$ cat config.mk
export PLATFORM = sky130hd
export DESIGN_NAME = prsm_pin_select
export DESIGN_NICKNAME = d
export VERILOG_FILES = /design/src/rtl/prsm_pkg.sv /design/src/rtl/prsm_pin_select.sv
export VERILOG_INCLUDE_DIRS = /design/src /design/src/rtl
export SDC_FILE = /design/constraint.sdc
export NUM_CORES = 1
export LEC_CHECK = 0
export BUFFER_PORTS_ARGS = -buffer_cell sky130_fd_sc_hd__buf_2
export CAP_MARGIN = 20
export CORE_AREA = 4 4 292 294
export CTS_BUF_LIST = sky130_fd_sc_hd__clkbuf_8 sky130_fd_sc_hd__clkbuf_16
export CTS_CLUSTER_DIAMETER = 60
export CTS_CLUSTER_SIZE = 14
export DETAILED_ROUTE_END_ITERATION = 10
export DIE_AREA = 0 0 296 298
export REMOVE_ABC_BUFFERS = 1
export SLEW_MARGIN = 40
export SYNTH_ARGS = -nofsm -noshare
export SYNTH_HDL_FRONTEND = slang
export SYNTH_SLANG_ARGS = --single-unit
$ cat constraint.sdc
create_clock -name i_sys_clk -period 2.8 [get_ports i_sys_clk]
set_clock_uncertainty 0.15 [all_clocks]
set_input_delay 0.14 -clock i_sys_clk [delete_from_list [all_inputs] [get_ports i_sys_clk]]
set_output_delay 0.14 -clock i_sys_clk [all_outputs]
set_load 0.005 [all_outputs]
$ cat src/rtl/prsm_defines.svh
// Constants for the remappable pin select matrix
// Behaviour
// Each peripheral input has its own selector field deciding its source pin.
// Input selector value n routes remappable pin n to that input.
// Software programs input selectors only with implemented pin numbers.
// Input and output mapping are independent of each other.
// Software sets pin direction to input before using it as remapped input.
// Selectors exist for SPI, UART receive/clear-to-send and CAN receive inputs.
// Selectors exist for faults, interrupts, timer clocks, captures, decoder inputs.
// Each pin has a 5-bit output selector choosing its peripheral output.
// Output code zero connects no peripheral; port logic keeps the pin.
// Codes 00001, 00010 drive comparator a and b outputs.
// Codes 00011 to 00110 drive uart a/b transmit and request-to-send.
// Codes 00111, 01000, 01001 drive spi a data, clock, slave select.
// Codes 01010, 01011, 01100 drive spi b data, clock, slave select.
// Code 10000 drives the can transmit output.
// Codes 10010 to 10101 drive compare channels a to d.
// Codes 11010, 11011 drive decoder a and b direction status.
// Unassigned output codes behave like code zero.
// Input selector naming an unimplemented pin feeds a constant inactive level.
// While the lock is set, selector writes complete but change nothing.
// Software unlocks via 0x46, 0x57 then one lock bit write elsewhere.
`ifndef PRSM_DEFINES_SVH
`define PRSM_DEFINES_SVH
`define PRSM_SEL_W        5
`define PRSM_N_IN         30
`define PRSM_N_PINS       26
`define PRSM_IN_RESET     5'h1f
`define PRSM_OUT_RESET    5'h00
`define PRSM_IN_INACTIVE  1'h0
`define PRSM_PIN_IDLE     1'h0
`define PRSM_OC_NULL      5'h00
`define PRSM_OC_CMP_A     5'h01
`define PRSM_OC_CMP_B     5'h02
`define PRSM_OC_UA_TX     5'h03
`define PRSM_OC_UA_RTS    5'h04
`define PRSM_OC_UB_TX     5'h05
`define PRSM_OC_UB_RTS    5'h06
`define PRSM_OC_SA_DO     5'h07
`define PRSM_OC_SA_CK     5'h08
`define PRSM_OC_SA_SS     5'h09
`define PRSM_OC_SB_DO     5'h0a
`define PRSM_OC_SB_CK     5'h0b
`define PRSM_OC_SB_SS     5'h0c
`define PRSM_OC_CAN_TX    5'h10
`define PRSM_OC_CMPCH_A   5'h12
`define PRSM_OC_CMPCH_B   5'h13
`define PRSM_OC_CMPCH_C   5'h14
`define PRSM_OC_CMPCH_D   5'h15
`define PRSM_OC_DEC_A_DIR 5'h1a
`define PRSM_OC_DEC_B_DIR 5'h1b
`endif

$ cat src/rtl/prsm_pkg.sv
// Types shared by the remappable pin select matrix
package prsm_pkg;
    typedef logic [4:0] prsm_sel_t;
    // Peripheral outputs that may be routed onto pins
    typedef struct packed {
        logic comparator_a_out;
        logic comparator_b_out;
        logic uart_a_transmit_out;
        logic uart_a_request_to_send_out;
        logic uart_b_transmit_out;
        logic uart_b_request_to_send_out;
        logic spi_a_data_out;
        logic spi_a_clock;
        logic spi_a_slave_select;
        logic spi_b_data_out;
        logic spi_b_clock;
        logic spi_b_slave_select;
        logic can_transmit_out;
        logic [3:0] compare_channel_out;
        logic decoder_a_direction_out;
        logic decoder_b_direction_out;
    } prsm_periph_out_s;
endpackage

$ cat src/rtl/prsm_pin_select.sv
// Remappable pin select matrix: input and output routing selectors
`timescale 1ns/1ps
`default_nettype none
`include "prsm_defines.svh"
// Input lane order, one bit of o_periph_in and one field of i_in_sel_wdata each:
//   0  external_interrupt_a_in
//   1  external_interrupt_b_in
//   2  timer_b_external_clock_in
//   3  timer_c_external_clock_in
//   4  timer_d_external_clock_in
//   5  timer_e_external_clock_in
//   6  capture_channel_a_in
//   7  capture_channel_b_in
//   8  capture_channel_c_in
//   9  capture_channel_d_in
//  10  compare_fault_in
//  11  pwm_a_fault_in
//  12  pwm_b_fault_in
//  13  decoder_a_phase_a_in
//  14  decoder_a_phase_b_in
//  15  decoder_a_index_in
//  16  decoder_b_phase_a_in
//  17  decoder_b_phase_b_in
//  18  decoder_b_index_in
//  19  uart_a_receive_in
//  20  uart_a_clear_to_send_in
//  21  uart_b_receive_in
//  22  uart_b_clear_to_send_in
//  23  spi_a_data_in
//  24  spi_a_clock
//  25  spi_a_slave_select
//  26  spi_b_data_in
//  27  spi_b_clock
//  28  spi_b_slave_select
//  29  can_receive_in
module prsm_pin_select #(
    parameter int N_PINS = `PRSM_N_PINS,
    parameter int N_IN   = `PRSM_N_IN
) (
    // Clock and reset
    input  wire logic                        i_sys_clk,
    input  wire logic                        i_resetn,
    // Selector write port
    input  wire logic                        i_mapping_write_lock_bit,
    input  wire logic [N_IN-1:0]             i_in_sel_we,
    input  wire logic [N_IN*5-1:0]           i_in_sel_wdata,
    input  wire logic [N_PINS-1:0]           i_out_sel_we,
    input  wire logic [N_PINS*5-1:0]         i_out_sel_wdata,
    // Selector readback
    output logic [N_IN*5-1:0]                o_in_sel,
    output logic [N_PINS*5-1:0]              o_out_sel,
    // Peripheral side
    input  wire prsm_pkg::prsm_periph_out_s  i_periph_out,
    output logic [N_IN-1:0]                  o_periph_in,
    // Pin side
    input  wire logic [N_PINS-1:0]           i_pin_in,
    output logic [N_PINS-1:0]                o_pin_out,
    output logic [N_PINS-1:0]                o_pin_periph_own
);

    // ****************************************
    // Input routing selectors
    // ****************************************
    genvar gi;
    generate
        for (gi = 0; gi < N_IN; gi++) begin : g_in
            prsm_pkg::prsm_sel_t sel_reg;
            logic                route_reg;
            // One field per peripheral input, independent of outputs
            always_ff @(posedge i_sys_clk or negedge i_resetn) begin
                if (!i_resetn) begin
                    sel_reg <= `PRSM_IN_RESET;
                end else if (i_in_sel_we[gi] && !i_mapping_write_lock_bit) begin
                    sel_reg <= i_in_sel_wdata[gi*`PRSM_SEL_W +: `PRSM_SEL_W];
                end
            end
            assign o_in_sel[gi*`PRSM_SEL_W +: `PRSM_SEL_W] = sel_reg;

            // ****************************************
            // Peripheral input sampling
            // ****************************************
            // Registered so a selector change cannot glitch a peripheral input;
            // pad direction stays with the port logic outside this block
            always_ff @(posedge i_sys_clk or negedge i_resetn) begin
                if (!i_resetn) begin
                    route_reg <= `PRSM_IN_INACTIVE;
                end else if (int'(sel_reg) < N_PINS) begin
                    route_reg <= i_pin_in[sel_reg];
                end else begin
                    route_reg <= `PRSM_IN_INACTIVE;
                end
            end
            assign o_periph_in[gi] = route_reg;
        end
    endgenerate

    // ****************************************
    // Output routing selectors
    // ****************************************
    genvar gp;
    generate
        for (gp = 0; gp < N_PINS; gp++) begin : g_out
            prsm_pkg::prsm_sel_t sel_reg;
            logic                drv_next;
            logic                own_next;
            logic                pin_reg;
            logic                own_reg;
            always_ff @(posedge i_sys_clk or negedge i_resetn) begin
                if (!i_resetn) begin
                    sel_reg <= `PRSM_OUT_RESET;
                end else if (i_out_sel_we[gp] && !i_mapping_write_lock_bit) begin
                    sel_reg <= i_out_sel_wdata[gp*`PRSM_SEL_W +: `PRSM_SEL_W];
                end
            end
            assign o_out_sel[gp*`PRSM_SEL_W +: `PRSM_SEL_W] = sel_reg;

            // ****************************************
            // Output code decode
            // ****************************************
            // Ownership is claimed only by a code that names a peripheral
            always_comb begin
                own_next = 1'h0;
                drv_next = 1'h0;
                unique case (sel_reg)
                    `PRSM_OC_CMP_A: begin
                        own_next = 1'h1;
                        drv_next = i_periph_out.comparator_a_out;
                    end
                    `PRSM_OC_CMP_B: begin
                        own_next = 1'h1;
                        drv_next = i_periph_out.comparator_b_out;
                    end
                    `PRSM_OC_UA_TX: begin
                        own_next = 1'h1;
                        drv_next = i_periph_out.uart_a_transmit_out;
                    end
                    `PRSM_OC_UA_RTS: begin
                        own_next = 1'h1;
                        drv_next = i_periph_out.uart_a_request_to_send_out;
                    end
                    `PRSM_OC_UB_TX: begin
                        own_next = 1'h1;
                        drv_next = i_periph_out.uart_b_transmit_out;
                    end
                    `PRSM_OC_UB_RTS: begin
                        own_next = 1'h1;
                        drv_next = i_periph_out.uart_b_request_to_send_out;
                    end
                    `PRSM_OC_SA_DO: begin
                        own_next = 1'h1;
                        drv_next = i_periph_out.spi_a_data_out;
                    end
                    `PRSM_OC_SA_CK: begin
                        own_next = 1'h1;
                        drv_next = i_periph_out.spi_a_clock;
                    end
                    `PRSM_OC_SA_SS: begin
                        own_next = 1'h1;
                        drv_next = i_periph_out.spi_a_slave_select;
                    end
                    `PRSM_OC_SB_DO: begin
                        own_next = 1'h1;
                        drv_next = i_periph_out.spi_b_data_out;
                    end
                    `PRSM_OC_SB_CK: begin
                        own_next = 1'h1;
                        drv_next = i_periph_out.spi_b_clock;
                    end
                    `PRSM_OC_SB_SS: begin
                        own_next = 1'h1;
                        drv_next = i_periph_out.spi_b_slave_select;
                    end
                    `PRSM_OC_CAN_TX: begin
                        own_next = 1'h1;
                        drv_next = i_periph_out.can_transmit_out;
                    end
                    `PRSM_OC_CMPCH_A: begin
                        own_next = 1'h1;
                        drv_next = i_periph_out.compare_channel_out[0];
                    end
                    `PRSM_OC_CMPCH_B: begin
                        own_next = 1'h1;
                        drv_next = i_periph_out.compare_channel_out[1];
                    end
                    `PRSM_OC_CMPCH_C: begin
                        own_next = 1'h1;
                        drv_next = i_periph_out.compare_channel_out[2];
                    end
                    `PRSM_OC_CMPCH_D: begin
                        own_next = 1'h1;
                        drv_next = i_periph_out.compare_channel_out[3];
                    end
                    `PRSM_OC_DEC_A_DIR: begin
                        own_next = 1'h1;
                        drv_next = i_periph_out.decoder_a_direction_out;
                    end
                    `PRSM_OC_DEC_B_DIR: begin
                        own_next = 1'h1;
                        drv_next = i_periph_out.decoder_b_direction_out;
                    end
                    // Null and unassigned codes leave the pin to port logic
                    default: begin
                        own_next = 1'h0;
                        drv_next = 1'h0;
                    end
                endcase
            end

            // ****************************************
            // Pin drive registers
            // ****************************************
            // Registered so pins see no decode glitches; costs one cycle latency
            always_ff @(posedge i_sys_clk or negedge i_resetn) begin
                if (!i_resetn) begin
                    pin_reg <= `PRSM_PIN_IDLE;
                end else begin
                    pin_reg <= drv_next;
                end
            end
            always_ff @(posedge i_sys_clk or negedge i_resetn) begin
                if (!i_resetn) begin
                    own_reg <= `PRSM_PIN_IDLE;
                end else begin
                    own_reg <= own_next;
                end
            end

            assign o_pin_out[gp]        = pin_reg;
            assign o_pin_periph_own[gp] = own_reg;
        end
    endgenerate

endmodule
`default_nettype wire

# After elaboration in Yosys (flattened, before gate mapping)

Cells that the tools add are included.

$add $sub $neg: 0
Multiply operators: 0
Div/mod/pow operators: 0
$lt $le $gt $ge: 60
Equal/unequal tests: 494
Shifts and indexed selects: 0
Muxes and demuxes: 142
Bitwise operators: 0
Reduce and logical (&&, ||, !) cells: 83

Operators by type and width:

| operator                                                    | count |
|---|---|
| equality test 5 bit (second input constant)                 | 182 |
| equality test 5 x 4 -> 1 bit (second input constant)        | 130 |
| equality test 5 x 3 -> 1 bit (second input constant)        | 104 |
| one-hot mux 1 bit (19 select lines)                         | 26 |
| OR reduction 19 bit                                         | 26 |
| equality test 5 x 2 -> 1 bit (second input constant)        | 52 |
| less-than comparator 5 x 6 -> 1 bit (second input constant) | 30 |
| binary-select mux 1 bit (select 5 bit)                      | 30 |
| less-than comparator 5 bit (second input constant)          | 30 |
| equality test 5 x 1 -> 1 bit (second input constant)        | 26 |
| two-way mux 1 bit                                           | 86 |
| logical AND 1 bit                                           | 56 |
| logical NOT 1 bit                                           | 1 |

Register bits: 362
Latch bits: 0
RAM bits: 0
Memory bits (read-only): 0
Output and inout port bits: 362
Memories kept: 0

# Longest topological paths before layout

Word-level depth: 3
Gate-level depth with buffers: 7
Depth with buffers taken out: 5

# Worst setup path before layout

Ideal clock, no wire load.

Kind: reg-to-reg
Start point: register g_in[28].sel_reg[0]
End point: register g_in[28].route_reg
Setup time: 0.126 ns
Arrival time: 1.712 ns
Slack: 0.813 ns
Cell stages (with the launch flop): 5
Clock period less this slack: 1.987 ns
Path through: dfstp_2 buf_6 mux4_1 mux2_2 o311a_1

Cells in the longest elaborated chain, start to end: 3
Elaborated cells between the ends (all ways): 4
Those cells by class: order compare: 1; mux: 3

RTL lines:

| what                                    | RTL line              | RTL |
|---|---|---|
| from (decl)                             | prsm_pin_select.sv:67 | `prsm_pkg::prsm_sel_t sel_reg;` |
| from (signal assigned)                  | prsm_pin_select.sv:72 | `` sel_reg <= `PRSM_IN_RESET; `` |
| from (signal assigned)                  | prsm_pin_select.sv:74 | `` sel_reg <= i_in_sel_wdata[gi*`PRSM_SEL_W +: `PRSM_SEL_W]; `` |
| binary-select mux 1 bit (select 5 bit)  | prsm_pin_select.sv:88 | `route_reg <= i_pin_in[sel_reg];` |
| two-way mux 1 bit (implied by the code) | prsm_pin_select.sv:88 |  |
| two-way mux 1 bit *                     | prsm_pin_select.sv:87 | `end else if (int'(sel_reg) < N_PINS) begin` |
| to (signal assigned)                    | prsm_pin_select.sv:86 | `` route_reg <= `PRSM_IN_INACTIVE; `` |
| to (signal assigned)                    | prsm_pin_select.sv:88 |  |
| to (signal assigned)                    | prsm_pin_select.sv:90 | `` route_reg <= `PRSM_IN_INACTIVE; `` |
| to (decl)                               | prsm_pin_select.sv:68 | `logic route_reg;` |

Every way passes the cells marked *; elsewhere a longest branch is shown, timed or not. The select of a mux whose other input is x is not followed.
A chain may end at the register's enable or synchronous reset.

# Final worst setup path

Start point: input port i_mapping_write_lock_bit
End point: register g_out[18].sel_reg[3]

Cells in the longest elaborated chain, start to end: 2

RTL lines:

| what                 | RTL line               | RTL |
|---|---|---|
| from (decl)          | prsm_pin_select.sv:44  | `input wire logic i_mapping_write_lock_bit,` |
| logical NOT 1 bit    | prsm_pin_select.sv:111 | `end else if (i_out_sel_we[gp] && !i_mapping_write_lock_bit) begin` |
| logical AND 1 bit    | prsm_pin_select.sv:111 |  |
| to (signal assigned) | prsm_pin_select.sv:110 | `` sel_reg <= `PRSM_OUT_RESET; `` |
| to (signal assigned) | prsm_pin_select.sv:112 | `` sel_reg <= i_out_sel_wdata[gp*`PRSM_SEL_W +: `PRSM_SEL_W]; `` |
| to (decl)            | prsm_pin_select.sv:103 | `prsm_pkg::prsm_sel_t sel_reg;` |

Every way passes these cells.

==> reports/results.ini <==
[run_status]
status=finished clean

[clock_network]
root_buffer=clkbuf_16
clk_latency_ns=0.59
cts_buffer_depth=3
clk_pin_slew_ns=0.06
ctsResizeCount=0
cts.sinks=362
post_cts_buffers=0
cts_made_buffers=50
htree_num_levels=2
cts_tree=yes

[pwr]
seq_power_share_pct=37.3
p_sw_mw=7.76
peakVddDrop_mv=0.544
internal_power_mw=14.7
p_comb_share_pct=32.7
clockPowerShare_pct=30.0
p_leak_nw=16.2
p_per_area_mw_per_mm2=582
p_sw_share_pct=34.6

[setup_path]
crit_type=in2reg
crit_required_ns=3.11
r2r_end=g_in[3].route_reg
r2r_start=g_in[3].sel_reg[0]
rrSetupSlack_ns=0.68
start_kind=input pin
endpoint_kind=flip-flop
worstPathMaxFanout=41
reg2reg_depth=3
cp.arrival_ns=2.52

[drt]
initialDrtViolationCount=2004
dr.pass1.iters=7
vias_per_cell=5.72
drc=0
antenna_left=0
wl_per_cell_um=24.8
vias=26200
wirelength_um=114000

[cells_and_area]
fill_cells=7340
syn_to_final_growth_pct=40.2
drive_gt1_share_pct=40.4
nets=3846
multi_input_area_mm2=0.0160
seqCellArea_mm2=0.00925
finalCoreUtilization_pct=46.5
largest_register_ffs=150

[sta]
max_freq_mhz=452
worstMarginPinSlew_ns=0.955
tns_ns=0
rsz0062_at_grt=false
whs_ns=0.0381
worst_slack_ns=0.589
maxSlewViolCount=0
hold_viol_final=0
layout_min_cycle_time_ns=2.21
relSlewSlack_pct=36.3
setup_violations=0
finalCritPeriodShare_pct=79.0

[global_routing]
grt_first_pass_wirelength_um=169000
overflow=0
track_usage_pct=24.7
grt_pass1_vias=26500
antenna_found_initial=12
grt_max_degree=67

[hold_path]
holdCritStartpoint=i_in_sel_we[21]
hold_end=g_in[21].sel_reg[0]
hold-path-cell-count=3
min_path_type=in2reg

[synthesis]
async_reset_ff_share_pct=100
synth_edf_count=0
synthDistinctLibCells=70
synth_ff_type=dfrtp_1
syn-cell-area_mm2=0.0275
syn-mean-instance-area_um2=11.3
ys_ff_latch=362
yosys_warnings=0
synthCells=2441
yosysSeqAreaShare_pct=33.6

[floorplan]
placementRows=106
die_x_um=296
die_area_mm2=0.0882
start_util_pct=33.2
io_pins=746
die_y_um=298
coreArea_mm2=0.0829

[placement]
port_buffers=745
post-place-ws_ns=0.736
routabilityCongestion=0.837
hpwl_um=71800

[run]
cap_viol_max_count=0

==> routing by layer <==
| metal | vias to the layer above | GRT usage (%) | wire, um |
|---|---|---|---|
| met2 | 1500 | 41.0 | 54100 |
| li1 | 11300 | - | - |
| met3 | 304 | 6.06 | 10600 |
| met1 | 13100 | 30.1 | 43100 |
| met5 | - | 0 | 45 |
| met4 | 6 | 12.1 | 5950 |
==> power by group through the flow <==
stage | logic [mW] | clock network (mW) | registers [mW]
2_1_floorplan | 3.37 | 0 | 7.90
3_3_place_gp | 5.97 | 0 | 8.38
3_5_place_dp | 6.02 | 0 | 8.39
4_1_cts | 7.20 | 6.87 | 8.31
5_1_grt | 7.87 | 7.07 | 8.55
6_report | 7.34 | 6.72 | 8.37
==> cell usage in the layout, fill, tap and decap left out, types with 10 or more instances in the layout <==
cell type	netlist	final
nand4b_1	10	10
mux4_2	88	88
nor2_1	88	88
mux2i_1	149	149
a31oi_1	29	29
buf_2	43	742
mux2_2	291	291
a21oi_1	80	80
dlygate4sd3_1	0	595
nand3b_1	54	54
nand2b_1	24	24
nor4_1	10	10
nand3_1	26	26
xnor2_1	15	15
nand4_1	19	19
o22ai_1	19	19
dfrtp_1	212	212
nor2b_1	81	81
dfstp_2	150	150
o221ai_1	30	30
a22oi_1	28	28
a211oi_1	11	11
clkbuf_16	0	53
inv_1	49	54
mux4_1	126	126
nand2_1	130	130
nor2b_2	20	20
a32oi_1	10	10
o311a_1	22	22
o21ai_0	121	121
buf_4	84	28
nor3_1	26	26
==> worst max-delay path: stages <==
cell	delay, ns
buf_6	0.47
buf_4	0.36
nor2b_1	0.17
nand2_1	0.09
dlygate4sd3_1	0.56
o21ai_0	0.09
dlygate4sd3_1	0.58
==> worst max-delay path by stage <==
stage | to | slack [ns] | start
after floorplan | g_in[0].route_reg | 0.82 | g_in[0].sel_reg[0]
after global placement | g_in[3].route_reg | 0.78 | g_in[3].sel_reg[0]
after detailed placement | g_in[3].route_reg | 0.74 | g_in[3].sel_reg[0]
after CTS | g_out[18].sel_reg[2] | 0.55 | i_mapping_write_lock_bit
after global routing | g_out[6].sel_reg[2] | 0.57 | i_mapping_write_lock_bit
final | g_out[18].sel_reg[3] | 0.59 | i_mapping_write_lock_bit
==> synthesized netlist by cell type (all sizes together) (50+ instances only) <==
master  instances  share of area, %
mux2          291                12
clkbuf        239               3.4
mux4          214                19
dfrtp         212                19
buf           163               4.2
dfstp         150                14
mux2i         149               5.4
nand2         130               1.8
o21ai         122               2.2
nor2b         101               2.5
nor2           88               1.2
a21oi          80               1.5
nand3b         54               1.5
inv            50              0.68
==> logic make-up after synthesis <==
| group | synth area share [%] |
|---|---|
| mux | 36.6 |
| simple gates | 10.4 |
| buf+inv | 8.28 |
| xor+xnor | 0.478 |
| flops | 33.6 |
| compound gates | 10.6 |
==> repair_timing <==
item	in CTS	in global routing
setup endpoints to repair	0	0
hold endpoints to repair	541	0
hold buffers	596	0
==> per-stage QoR <==
stage | cell area (um2) | instances | total power [mW]
final | 38500 | 4589 | 22.4
after global routing | 38500 | 4584 | 23.5
after CTS | 38500 | 4583 | 22.4
after detailed placement | 30800 | 3894 | 14.4
after global placement | 30800 | 3894 | 14.3
after floorplan | 25400 | 2039 | 11.3
==> area by class of cell <==
class	count	area share [%]
Antenna cell	6	0.0390
Clock buffer	56	3.55
Clock inverter	37	1.07
Inverter	50	0.487
Multi-Input combinational cell	1627	41.4
Sequential cell	362	24.0
Tap cell	1080	3.51
Timing Repair Buffer	1371	25.9
(Power assumes the default switching activity.)
